<file path="config.mk">
export PLATFORM = sky130hd
export DESIGN_NAME = ctab_bank
export DESIGN_NICKNAME = d
export VERILOG_FILES = /design/src/include/ctab_pkg.sv /design/src/ctab_bank.sv /design/src/ctab_fuse_rom.sv
export SDC_FILE = /design/constraint.sdc
export NUM_CORES = 1
export LEC_CHECK = 0
export BUFFER_PORTS_ARGS = -buffer_cell sky130_fd_sc_hd__buf_2
export CAP_MARGIN = 20
export CORE_ASPECT_RATIO = 0.7
export CORE_UTILIZATION = 59
export DETAILED_ROUTE_END_ITERATION = 8
export PLACE_DENSITY = 0.8
export SLEW_MARGIN = 20
export SYNTH_ARGS = -nofsm -noshare
export SYNTH_HDL_FRONTEND = slang
export SYNTH_SLANG_ARGS = --single-unit
</file>
<file path="constraint.sdc">
create_clock -name sys_clk -period 3 [get_ports sys_clk]
set_input_delay 0.15 -clock sys_clk [delete_from_list [all_inputs] [get_ports sys_clk]]
set_output_delay 0.15 -clock sys_clk [all_outputs]
set_load 0.05 [all_outputs]
</file>
<file path="src/include/ctab_pkg.sv">
`default_nettype none

package ctab_pkg;

  // register bus geometry
  localparam int unsigned ADDR_W    = 10;
  localparam int unsigned DATA_W    = 16;
  localparam int unsigned NUM_TRIM  = 6;
  localparam int unsigned IDX_W     = 3;
  localparam int unsigned SKEW_W    = 8;
  localparam int unsigned DC_W      = 12;

  // trim register offsets
  localparam logic [ADDR_W-1:0] SECOND_CORE_SINGLE_FIRST_INPUT_SKEW_OFS  = 10'h315;
  localparam logic [ADDR_W-1:0] FIRST_CORE_SINGLE_SECOND_INPUT_SKEW_OFS  = 10'h31a;
  localparam logic [ADDR_W-1:0] SECOND_CORE_SINGLE_SECOND_INPUT_SKEW_OFS = 10'h31b;
  localparam logic [ADDR_W-1:0] FIRST_CORE_DUAL_FIRST_INPUT_DC_TRIM_OFS  = 10'h344;
  localparam logic [ADDR_W-1:0] FIRST_CORE_DUAL_SECOND_INPUT_DC_TRIM_OFS = 10'h346;
  localparam logic [ADDR_W-1:0] FIRST_CORE_SINGLE_FIRST_INPUT_DC_TRIM_OFS = 10'h348;

  // control and status offsets
  localparam logic [ADDR_W-1:0] TRIM_CTRL_OFS   = 10'h3f0;
  localparam logic [ADDR_W-1:0] TRIM_STATUS_OFS = 10'h3f1;

  // storage slot of each trim register
  localparam logic [IDX_W-1:0] IDX_B_SINGLE_FIRST_SKEW  = 3'h0;
  localparam logic [IDX_W-1:0] IDX_A_SINGLE_SECOND_SKEW = 3'h1;
  localparam logic [IDX_W-1:0] IDX_B_SINGLE_SECOND_SKEW = 3'h2;
  localparam logic [IDX_W-1:0] IDX_A_DUAL_FIRST_DC      = 3'h3;
  localparam logic [IDX_W-1:0] IDX_A_DUAL_SECOND_DC     = 3'h4;
  localparam logic [IDX_W-1:0] IDX_A_SINGLE_FIRST_DC    = 3'h5;
  localparam logic [IDX_W-1:0] IDX_LAST                 = 3'h5;
  localparam logic [IDX_W-1:0] IDX_NONE                 = 3'h7;

  // field layouts
  localparam logic [DATA_W-1:0] SKEW_MASK     = 16'h00ff;
  localparam logic [DATA_W-1:0] DC_REG_MASK   = 16'hffff;
  localparam logic [DATA_W-1:0] DC_FIELD_MASK = 16'h0fff;
  localparam logic [DATA_W-1:0] TRIM_RESET    = 16'h0000;

  // control register bits
  localparam int unsigned CTRL_DUAL_BIT   = 0;
  localparam int unsigned CTRL_FGCAL_BIT  = 1;
  localparam int unsigned CTRL_RELOAD_BIT = 2;
  localparam logic        CTRL_DUAL_RST   = 1'b0;
  localparam logic        CTRL_FGCAL_RST  = 1'b0;

  // status register bits
  localparam int unsigned STAT_DONE_BIT    = 0;
  localparam int unsigned STAT_SECOND_BIT  = 1;
  localparam int unsigned STAT_A_SKEW_BIT  = 2;
  localparam int unsigned STAT_B_SKEW_BIT  = 3;
  localparam int unsigned STAT_A_DC_BIT    = 4;

  typedef enum logic [0:0] {
    LD_FUSE,
    LD_RUN
  } ctab_load_type;

endpackage : ctab_pkg

`default_nettype wire

</file>
<file path="src/ctab_bank.sv">
// Design decision made here: the strobed register port.
`timescale 1ns/10ps
`default_nettype none

module ctab_bank #(
  parameter logic [ctab_pkg::DATA_W*ctab_pkg::NUM_TRIM-1:0] FUSE_IMAGE = '0
) (
  input  wire logic                          sys_clk,
  input  wire logic                          rst_b,
  input  wire logic                          ce,
  input  wire logic [ctab_pkg::ADDR_W-1:0]   addr,
  input  wire logic [ctab_pkg::DATA_W-1:0]   wr_data,
  input  wire logic                          wr_stb,
  input  wire logic                          rd_stb,
  output logic      [ctab_pkg::DATA_W-1:0]   rd_data,
  input  wire logic                          sample_second_input,
  output logic      [ctab_pkg::SKEW_W-1:0]   first_core_skew,
  output logic                               first_core_skew_valid,
  output logic      [ctab_pkg::SKEW_W-1:0]   second_core_skew,
  output logic                               second_core_skew_valid,
  output logic      [ctab_pkg::DC_W-1:0]     first_core_dc_trim,
  output logic                               first_core_dc_trim_valid,
  output logic                               load_done
);

  // address decode: slot index of a trim register, IDX_NONE if not one
  function automatic logic [ctab_pkg::IDX_W-1:0] trim_slot(
    input logic [ctab_pkg::ADDR_W-1:0] a
  );
    case (a)
      ctab_pkg::SECOND_CORE_SINGLE_FIRST_INPUT_SKEW_OFS:   trim_slot = ctab_pkg::IDX_B_SINGLE_FIRST_SKEW;
      ctab_pkg::FIRST_CORE_SINGLE_SECOND_INPUT_SKEW_OFS:   trim_slot = ctab_pkg::IDX_A_SINGLE_SECOND_SKEW;
      ctab_pkg::SECOND_CORE_SINGLE_SECOND_INPUT_SKEW_OFS:  trim_slot = ctab_pkg::IDX_B_SINGLE_SECOND_SKEW;
      ctab_pkg::FIRST_CORE_DUAL_FIRST_INPUT_DC_TRIM_OFS:   trim_slot = ctab_pkg::IDX_A_DUAL_FIRST_DC;
      ctab_pkg::FIRST_CORE_DUAL_SECOND_INPUT_DC_TRIM_OFS:  trim_slot = ctab_pkg::IDX_A_DUAL_SECOND_DC;
      ctab_pkg::FIRST_CORE_SINGLE_FIRST_INPUT_DC_TRIM_OFS: trim_slot = ctab_pkg::IDX_A_SINGLE_FIRST_DC;
      default:                                             trim_slot = ctab_pkg::IDX_NONE;
    endcase
  endfunction : trim_slot

  // writable bits of a slot: skew slots 8 bits, offset slots all 16
  function automatic logic [ctab_pkg::DATA_W-1:0] slot_mask(
    input logic [ctab_pkg::IDX_W-1:0] s
  );
    if (s >= ctab_pkg::IDX_A_DUAL_FIRST_DC) begin
      slot_mask = ctab_pkg::DC_REG_MASK;
    end else begin
      slot_mask = ctab_pkg::SKEW_MASK;
    end
  endfunction : slot_mask

  // bits a fuse word may fill: reserved offset bits stay zero
  function automatic logic [ctab_pkg::DATA_W-1:0] fuse_mask(
    input logic [ctab_pkg::IDX_W-1:0] s
  );
    if (s >= ctab_pkg::IDX_A_DUAL_FIRST_DC) begin
      fuse_mask = ctab_pkg::DC_FIELD_MASK;
    end else begin
      fuse_mask = ctab_pkg::SKEW_MASK;
    end
  endfunction : fuse_mask

  logic [ctab_pkg::DATA_W-1:0] trim_r [ctab_pkg::NUM_TRIM];
  logic [ctab_pkg::DATA_W-1:0] rd_data_r;
  logic [ctab_pkg::IDX_W-1:0]  wr_slot;
  logic [ctab_pkg::IDX_W-1:0]  rd_slot;
  logic                        dual_mode_r;
  logic                        fg_cal_en_r;
  ctab_pkg::ctab_load_type     load_state_r;
  ctab_pkg::ctab_load_type     load_state_nxt;
  logic [ctab_pkg::IDX_W-1:0]  fuse_addr_r;
  logic [ctab_pkg::IDX_W-1:0]  fuse_slot_r;
  logic                        fuse_vld_r;
  logic [ctab_pkg::DATA_W-1:0] fuse_word;
  logic                        load_busy;
  logic                        sw_write;
  logic                        reload_req;
  logic [ctab_pkg::IDX_W-1:0]  a_skew_sel;
  logic [ctab_pkg::IDX_W-1:0]  b_skew_sel;
  logic [ctab_pkg::IDX_W-1:0]  a_dc_sel;
  logic [ctab_pkg::SKEW_W-1:0] first_core_skew_r;
  logic [ctab_pkg::SKEW_W-1:0] second_core_skew_r;
  logic [ctab_pkg::DC_W-1:0]   first_core_dc_trim_r;
  logic                        a_skew_vld_r;
  logic                        b_skew_vld_r;
  logic                        a_dc_vld_r;
  logic                        load_done_r;

  // fuse storage
  ctab_fuse_rom #(
    .WIDTH (ctab_pkg::DATA_W),
    .DEPTH (ctab_pkg::NUM_TRIM),
    .AW    (ctab_pkg::IDX_W),
    .IMAGE (FUSE_IMAGE)
  ) u_fuse (
    .sys_clk (sys_clk),
    .rst_b   (rst_b),
    .ce      (ce),
    .rd_addr (fuse_addr_r),
    .rd_data (fuse_word)
  );

  // bus decode
  assign wr_slot    = trim_slot(addr);
  assign rd_slot    = trim_slot(addr);
  assign load_busy  = (load_state_r == ctab_pkg::LD_FUSE) || fuse_vld_r;
  assign sw_write   = wr_stb && !load_busy;
  assign reload_req = sw_write && (addr == ctab_pkg::TRIM_CTRL_OFS)
                      && wr_data[ctab_pkg::CTRL_RELOAD_BIT];

  // fuse load sequencer next state
  always_comb begin
    load_state_nxt = load_state_r;
    case (load_state_r)
      ctab_pkg::LD_FUSE: begin
        if (fuse_addr_r == ctab_pkg::IDX_LAST) begin
          load_state_nxt = ctab_pkg::LD_RUN;
        end
      end
      ctab_pkg::LD_RUN: begin
        if (reload_req) begin
          load_state_nxt = ctab_pkg::LD_FUSE;
        end
      end
      default: load_state_nxt = ctab_pkg::LD_FUSE;
    endcase
  end

  // fuse load sequencer state and address walk
  always_ff @(posedge sys_clk or negedge rst_b) begin
    if (!rst_b) begin
      load_state_r <= ctab_pkg::LD_FUSE;
      fuse_addr_r  <= '0;
    end else if (ce) begin
      load_state_r <= load_state_nxt;
      if (load_state_r == ctab_pkg::LD_FUSE && fuse_addr_r != ctab_pkg::IDX_LAST) begin
        fuse_addr_r <= fuse_addr_r + 3'h1;
      end else if (load_state_r != ctab_pkg::LD_FUSE) begin
        fuse_addr_r <= '0;
      end
    end
  end

  // fuse word arrives one cycle after its address
  always_ff @(posedge sys_clk or negedge rst_b) begin
    if (!rst_b) begin
      fuse_vld_r  <= 1'b0;
      fuse_slot_r <= '0;
    end else if (ce) begin
      fuse_vld_r  <= (load_state_r == ctab_pkg::LD_FUSE);
      fuse_slot_r <= fuse_addr_r;
    end
  end

  // load complete flag, cleared while a reload runs
  always_ff @(posedge sys_clk or negedge rst_b) begin
    if (!rst_b) begin
      load_done_r <= 1'b0;
    end else if (ce) begin
      if (reload_req) begin
        load_done_r <= 1'b0;
      end else if (fuse_vld_r && fuse_slot_r == ctab_pkg::IDX_LAST) begin
        load_done_r <= 1'b1;
      end
    end
  end

  // trim storage: fuse defaults, then software writes
  always_ff @(posedge sys_clk or negedge rst_b) begin
    if (!rst_b) begin
      for (int i = 0; i < ctab_pkg::NUM_TRIM; i++) begin
        trim_r[i] <= ctab_pkg::TRIM_RESET;
      end
    end else if (ce) begin
      if (fuse_vld_r) begin
        trim_r[fuse_slot_r] <= fuse_word & fuse_mask(fuse_slot_r);
      end else if (sw_write && wr_slot != ctab_pkg::IDX_NONE) begin
        trim_r[wr_slot] <= wr_data & slot_mask(wr_slot);
      end
    end
  end

  // mode control bits
  always_ff @(posedge sys_clk or negedge rst_b) begin
    if (!rst_b) begin
      dual_mode_r <= ctab_pkg::CTRL_DUAL_RST;
      fg_cal_en_r <= ctab_pkg::CTRL_FGCAL_RST;
    end else if (ce && sw_write && addr == ctab_pkg::TRIM_CTRL_OFS) begin
      dual_mode_r <= wr_data[ctab_pkg::CTRL_DUAL_BIT];
      fg_cal_en_r <= wr_data[ctab_pkg::CTRL_FGCAL_BIT];
    end
  end

  // read port, data stand only in the cycle after the strobe
  always_ff @(posedge sys_clk or negedge rst_b) begin
    if (!rst_b) begin
      rd_data_r <= '0;
    end else if (ce) begin
      rd_data_r <= '0;
      if (rd_stb) begin
        if (rd_slot != ctab_pkg::IDX_NONE) begin
          rd_data_r <= trim_r[rd_slot];
        end else if (addr == ctab_pkg::TRIM_CTRL_OFS) begin
          rd_data_r[ctab_pkg::CTRL_DUAL_BIT]  <= dual_mode_r;
          rd_data_r[ctab_pkg::CTRL_FGCAL_BIT] <= fg_cal_en_r;
        end else if (addr == ctab_pkg::TRIM_STATUS_OFS) begin
          rd_data_r[ctab_pkg::STAT_DONE_BIT]   <= load_done_r;
          rd_data_r[ctab_pkg::STAT_SECOND_BIT] <= sample_second_input;
          rd_data_r[ctab_pkg::STAT_A_SKEW_BIT] <= a_skew_vld_r;
          rd_data_r[ctab_pkg::STAT_B_SKEW_BIT] <= b_skew_vld_r;
          rd_data_r[ctab_pkg::STAT_A_DC_BIT]   <= a_dc_vld_r;
        end
      end
    end
  end

  // slot in force per core, IDX_NONE when this bank holds none
  always_comb begin
    a_skew_sel = ctab_pkg::IDX_NONE;
    b_skew_sel = ctab_pkg::IDX_NONE;
    a_dc_sel   = ctab_pkg::IDX_NONE;
    if (fg_cal_en_r && load_done_r) begin
      if (dual_mode_r) begin
        a_dc_sel = sample_second_input ? ctab_pkg::IDX_A_DUAL_SECOND_DC
                                       : ctab_pkg::IDX_A_DUAL_FIRST_DC;
      end else if (sample_second_input) begin
        a_skew_sel = ctab_pkg::IDX_A_SINGLE_SECOND_SKEW;
        b_skew_sel = ctab_pkg::IDX_B_SINGLE_SECOND_SKEW;
      end else begin
        b_skew_sel = ctab_pkg::IDX_B_SINGLE_FIRST_SKEW;
        a_dc_sel   = ctab_pkg::IDX_A_SINGLE_FIRST_DC;
      end
    end
  end

  // adjustment values driven to the cores
  always_ff @(posedge sys_clk or negedge rst_b) begin
    if (!rst_b) begin
      first_core_skew_r    <= '0;
      second_core_skew_r   <= '0;
      first_core_dc_trim_r <= '0;
      a_skew_vld_r         <= 1'b0;
      b_skew_vld_r         <= 1'b0;
      a_dc_vld_r           <= 1'b0;
    end else if (ce) begin
      a_skew_vld_r <= (a_skew_sel != ctab_pkg::IDX_NONE);
      b_skew_vld_r <= (b_skew_sel != ctab_pkg::IDX_NONE);
      a_dc_vld_r   <= (a_dc_sel != ctab_pkg::IDX_NONE);
      first_core_skew_r  <= (a_skew_sel == ctab_pkg::IDX_NONE) ? '0
                            : trim_r[a_skew_sel][ctab_pkg::SKEW_W-1:0];
      second_core_skew_r <= (b_skew_sel == ctab_pkg::IDX_NONE) ? '0
                            : trim_r[b_skew_sel][ctab_pkg::SKEW_W-1:0];
      first_core_dc_trim_r <= (a_dc_sel == ctab_pkg::IDX_NONE) ? '0
                              : trim_r[a_dc_sel][ctab_pkg::DC_W-1:0];
    end
  end

  assign rd_data                  = rd_data_r;
  assign first_core_skew          = first_core_skew_r;
  assign first_core_skew_valid    = a_skew_vld_r;
  assign second_core_skew         = second_core_skew_r;
  assign second_core_skew_valid   = b_skew_vld_r;
  assign first_core_dc_trim       = first_core_dc_trim_r;
  assign first_core_dc_trim_valid = a_dc_vld_r;
  assign load_done                = load_done_r;

  // checks
  a_b_first_skew: assert property (
    @(posedge sys_clk) disable iff (!rst_b)
    ce && load_done_r && fg_cal_en_r && !dual_mode_r && !sample_second_input
    |=> second_core_skew == $past(trim_r[0][7:0]) && second_core_skew_valid)
    else $error("core two skew not from slot 0");

  a_a_second_skew: assert property (
    @(posedge sys_clk) disable iff (!rst_b)
    ce && load_done_r && fg_cal_en_r && !dual_mode_r && sample_second_input
    |=> first_core_skew == $past(trim_r[1][7:0]) && first_core_skew_valid)
    else $error("core one skew not from slot 1");

  a_b_second_skew: assert property (
    @(posedge sys_clk) disable iff (!rst_b)
    ce && load_done_r && fg_cal_en_r && !dual_mode_r && sample_second_input
    |=> second_core_skew == $past(trim_r[2][7:0]))
    else $error("core two skew not from slot 2");

  a_dual_first_dc: assert property (
    @(posedge sys_clk) disable iff (!rst_b)
    ce && load_done_r && fg_cal_en_r && dual_mode_r && !sample_second_input
    |=> first_core_dc_trim == $past(trim_r[3][11:0]) && first_core_dc_trim_valid)
    else $error("dual first input offset wrong");

  a_dual_second_dc: assert property (
    @(posedge sys_clk) disable iff (!rst_b)
    ce && load_done_r && fg_cal_en_r && dual_mode_r && sample_second_input
    |=> first_core_dc_trim == $past(trim_r[4][11:0]))
    else $error("dual second input offset wrong");

  a_single_first_dc: assert property (
    @(posedge sys_clk) disable iff (!rst_b)
    ce && load_done_r && fg_cal_en_r && !dual_mode_r && !sample_second_input
    |=> first_core_dc_trim == $past(trim_r[5][11:0]) && !first_core_skew_valid)
    else $error("single first input offset wrong");

  a_reserved_bits_rw: assert property (
    @(posedge sys_clk) disable iff (!rst_b)
    ce && sw_write && addr == ctab_pkg::FIRST_CORE_DUAL_FIRST_INPUT_DC_TRIM_OFS
    ##1 ce && rd_stb && addr == ctab_pkg::FIRST_CORE_DUAL_FIRST_INPUT_DC_TRIM_OFS
    |=> rd_data == $past(wr_data, 2))
    else $error("offset register readback lost bits");

  a_fuse_default: assert property (
    @(posedge sys_clk) disable iff (!rst_b)
    $rose(load_done_r) |-> trim_r[5] == (FUSE_IMAGE[95:80] & ctab_pkg::DC_FIELD_MASK)
      && trim_r[0] == (FUSE_IMAGE[15:0] & ctab_pkg::SKEW_MASK))
    else $error("fuse default not loaded");

  a_no_cal_idle: assert property (
    @(posedge sys_clk) disable iff (!rst_b)
    ce && !fg_cal_en_r |=> !first_core_skew_valid && !second_core_skew_valid
      && !first_core_dc_trim_valid && first_core_dc_trim == '0)
    else $error("trim in force without calibration");

  a_read_one_cycle: assert property (
    @(posedge sys_clk) disable iff (!rst_b)
    ce && !rd_stb |=> rd_data == '0)
    else $error("read data stood too long");

endmodule : ctab_bank

`default_nettype wire

</file>
<file path="src/ctab_fuse_rom.sv">
`timescale 1ns/10ps
`default_nettype none

// factory fuse image, one word per trim slot, registered read port
module ctab_fuse_rom #(
  parameter int unsigned          WIDTH = 16,
  parameter int unsigned          DEPTH = 6,
  parameter int unsigned          AW    = 3,
  parameter logic [WIDTH*DEPTH-1:0] IMAGE = '0
) (
  input  wire logic             sys_clk,
  input  wire logic             rst_b,
  input  wire logic             ce,
  input  wire logic [AW-1:0]    rd_addr,
  output logic      [WIDTH-1:0] rd_data
);

  logic [WIDTH-1:0] rd_data_r;

  // word select, out-of-range reads return zero
  always_ff @(posedge sys_clk or negedge rst_b) begin
    if (!rst_b) begin
      rd_data_r <= '0;
    end else if (ce) begin
      if (32'(rd_addr) < DEPTH) begin
        rd_data_r <= IMAGE[32'(rd_addr)*WIDTH +: WIDTH];
      end else begin
        rd_data_r <= '0;
      end
    end
  end

  assign rd_data = rd_data_r;

endmodule : ctab_fuse_rom

`default_nettype wire

</file>
==> flow_summary.yaml <==
status:
  outcome: "finished clean"
drt:
  dr.first_iter.drc_count: 1082
  drt-wirelength-per-cell_um: 24.9
  routed_wl_um: 25800
  via_per_inst: 6.78
  dr_total_vias: 7033
  ant_nets: 0
  route.detailed.drc: 0
  firstDrtPassIters: 5
critical_path:
  cp-start-kind: "register"
  slowest_stage: "nor3_1"
  crit_required_ns: 3.36
  timing.rr.start: "load_state_r$_DFFE_PN0P_"
  crit_type: "register to register"
  worstPathMaxFanout: 11
  cp.arrival_ns: 3.10
  end_kind: "register"
  timing.critical_path.mode_cell: "nand2_1"
  cpPeakStageDelay_ns: 1.04
  path_cells: "nand2_1, or3_1, nor3_1, buf_4, nand2_1, nand2_1"
  cp-startpoint: "load_state_r$_DFFE_PN0P_"
clock_network:
  clk_pin_slew_ns: 0.07
  cts_max_path_buffers: 2
  cts_sinks: 154
  root_buffer: "clkbuf_16"
  clock_latency_ns: 0.43
  cts_tree: "yes"
  htreeDepth: 4
  numCtsBuffers: 17
  postCtsResizedCells: 0
sta:
  max_slew_margin_pct: 19.0
  finalHoldViolCount: 0
  finalSetupViolCount: 0
  post-route-min-period_ns: 2.74
  final_max_slew_viol_count: 0
  max_freq_mhz: 365
  post-route-period-util_pct: 91.4
  skew_ns: 0.0174
  finalSetupTns_ns: 0
  worst_pin_slew_ns: 1.21
  holdWs_ns: 0.0100
  grt_setup_unrepaired: "no"
layout:
  area.growth.synth_to_final_pct: 16.1
  finalNetCount: 901
  fill_cells: 929
  multi_input_area_sq_um: 3670
  diodes: 0
  drive_gt1_share_pct: 18.7
  seq_area_sq_um: 3850
  finalInstanceArea_sq_um: 9090
global_routing:
  grt_pass1_wl_um: 39800
  grt-ovfl-total: 0
  grtUsageTotal_pct: 39.0
  grt_pass1_vias: 6755
  grt_max_degree: 72
  antenna_found_initial: 0
die:
  io_pins: 80
  die-width_um: 140
  start_util_pct: 61.8
  die_y_um: 98.4
  fp-row-count: 34
  dieArea_sq_um: 13700
  placeableCoreArea_sq_um: 12700
placed_design:
  place_area_sq_um: 8400
  port_buffers: 79
  gp_congestion: 0.932
  dpl.hpwl_um: 17600
logic_synthesis:
  synthesis.area_sq_um: 7830
  synth.distinct_cells: 63
  syn-mean-instance-area_sq_um: 9.95
  yosys_register_bits: 154
  async_flop_share_pct: 100
  synth_area_leaders: "dfrtp_1, nand2_1, a22o_1"
  synth_nets: 825
  synthDominantCellAreaShare_pct: 49.2
  synth_edf_count: 0
  synthCells: 787
  yosysTopAreaCell: "dfrtp_1"
  yosysWarnings: 0
  ys_seq_area_share_pct: 49.2
  ys.flop_type: "dfrtp_1"
power:
  peakVddDrop_mv: 0.422
  p_sw_share_pct: 27.1
  intPower_uw: 3630
  total_power_uw: 4990
  combPwrFrac_pct: 9.0
  p_leak_uw: 0.00433
  clockPowerShare_pct: 45.7
  powerDensity_nw_per_um2: 548
  p_sw_uw: 1350
  pwr-share-seq_pct: 45.3
worst_hold_path:
  min_path_type: "input port to register"
  min-delay-start: "wr_data[9]"
flow_run:
  cap_viol_max_count: 0
cell usage after synthesis, types with 11 or more instances:
library cell and number:
o2bb2ai_1 23, nor2_1 31, nand2_1 120, nor2b_1 21, and2_1 26, clkbuf_1 35, a22o_1 36, buf_2 12
o21ai_0 44, dfrtp_1 154, o22ai_1 17, o32a_1 12, a211o_1 11, mux2_2 13, a211oi_1 28, nand3_1 28
mux2i_1 28, inv_1 22
cell families after synthesis:
| family | synth area share [%] |
|---|---|
| compound gates | 22.9 |
| mux | 5.45 |
| simple gates | 17.4 |
| fa+ha+maj | 0.958 |
| buf+inv | 4.03 |
| flops | 49.2 |
flip-flops by register name, indices dropped and copies added, names as in the netlist:
register and cells:
fuse_slot_r 3, dual_mode_r 1, load_done 1, load_state_r 1, first_core_dc_trim_valid 1, trim_r 96
fuse_addr_r 3, second_core_skew 8, first_core_skew_valid 1, second_core_skew_valid 1, first_core_dc_trim 12, fuse_vld_r 1
first_core_skew 8, fg_cal_en_r 1, rd_data 16
layout make-up:
cell class	count	area share (%)
Clock buffer	17	4.68
Clock inverter	14	2.02
Inverter	22	0.908
Multi-Input combinational cell	557	40.4
Sequential cell	154	42.4
Tap cell	162	2.23
Timing Repair Buffer	111	7.42
per-layer routing:
metal,part of all wire [%],up-vias,GRT usage (%)
li1,-,3040,-
met1,44,3409,58.8
met2,40,524,51.8
met3,15,60,15.5
met4,1.8,0,9.89
met5,0,-,0
worst paths after layout:
check | to | slack, ns | cells after the start
max in group asynchronous | trim_r[38]$_DFFE_PN0P_ | 1.71 | 3
min in group asynchronous | trim_r[0]$_DFFE_PN0P_ | 0.29 | 2
setup reg to reg | trim_r[30]$_DFFE_PN0P_ | 0.26 | 6
hold reg to reg | first_core_dc_trim[8]$_DFFE_PN0P_ | 0.49 | 1
hold / removal | trim_r[9]$_DFFE_PN0P_ | 0.01 | 3
setup / recovery | trim_r[30]$_DFFE_PN0P_ | 0.26 | 6
metrics by stage:
stage	util (%)	worst slack, ns	std cells
floorplan	-	0.856	787
global placement	66.3	0.340	998
CTS	71.7	0.384	1037
detailed placement	66.3	0.268	998
finish	71.7	0.259	1037
global route	71.7	0.277	1037
power groups by stage:
stage | clock network, uW | registers (uW) | logic [uW]
6_report | 2280 | 2260 | 447
5_1_grt | 2370 | 2280 | 485
4_1_cts | 2280 | 2260 | 436
3_5_place_dp | 0 | 2290 | 423
3_3_place_gp | 0 | 2290 | 399
2_1_floorplan | 0 | 2270 | 243
cell usage in the layout (no fill, tap or decap), drive strengths merged, types with 3 or more instances in the layout:
cell	instances
mux2	13
and2	26
nor3b	7
a22o	36
inv	28
a221oi	12
or2	3
buf	103
a211o	11
clkbuf	17
and3	3
nor2	31
nand2	120
ha	6
bufinv	3
nor3	11
dlygate4sd3	8
nor2b	21
a21boi	3
o31ai	3
nand3	28
nor4bb	4
dfrtp	154
o21ai	51
o32a	12
and3b	4
mux2i	28
o2bb2ai	23
o211ai	7
clkinvlp	3
or3	4
a21oi	6
a22oi	9
o22ai	17
nand2b	3
a211oi	28
o22a	3
critical path, delay by kind of cell (launching register included):
family | cells | cell delay (ns)
AND/OR/NAND/NOR | 5 | 1.85
flip-flops | 1 | 0.46
buffers and inverters | 1 | 0.35
what timing repair did:
action | in CTS | in global routing
hold buffers | 8 | 0
buffers inserted | 0 | 0
endpoints found under the hold margin | 82 | 0
No activity file was read; power rests on OpenSTA's default activity.
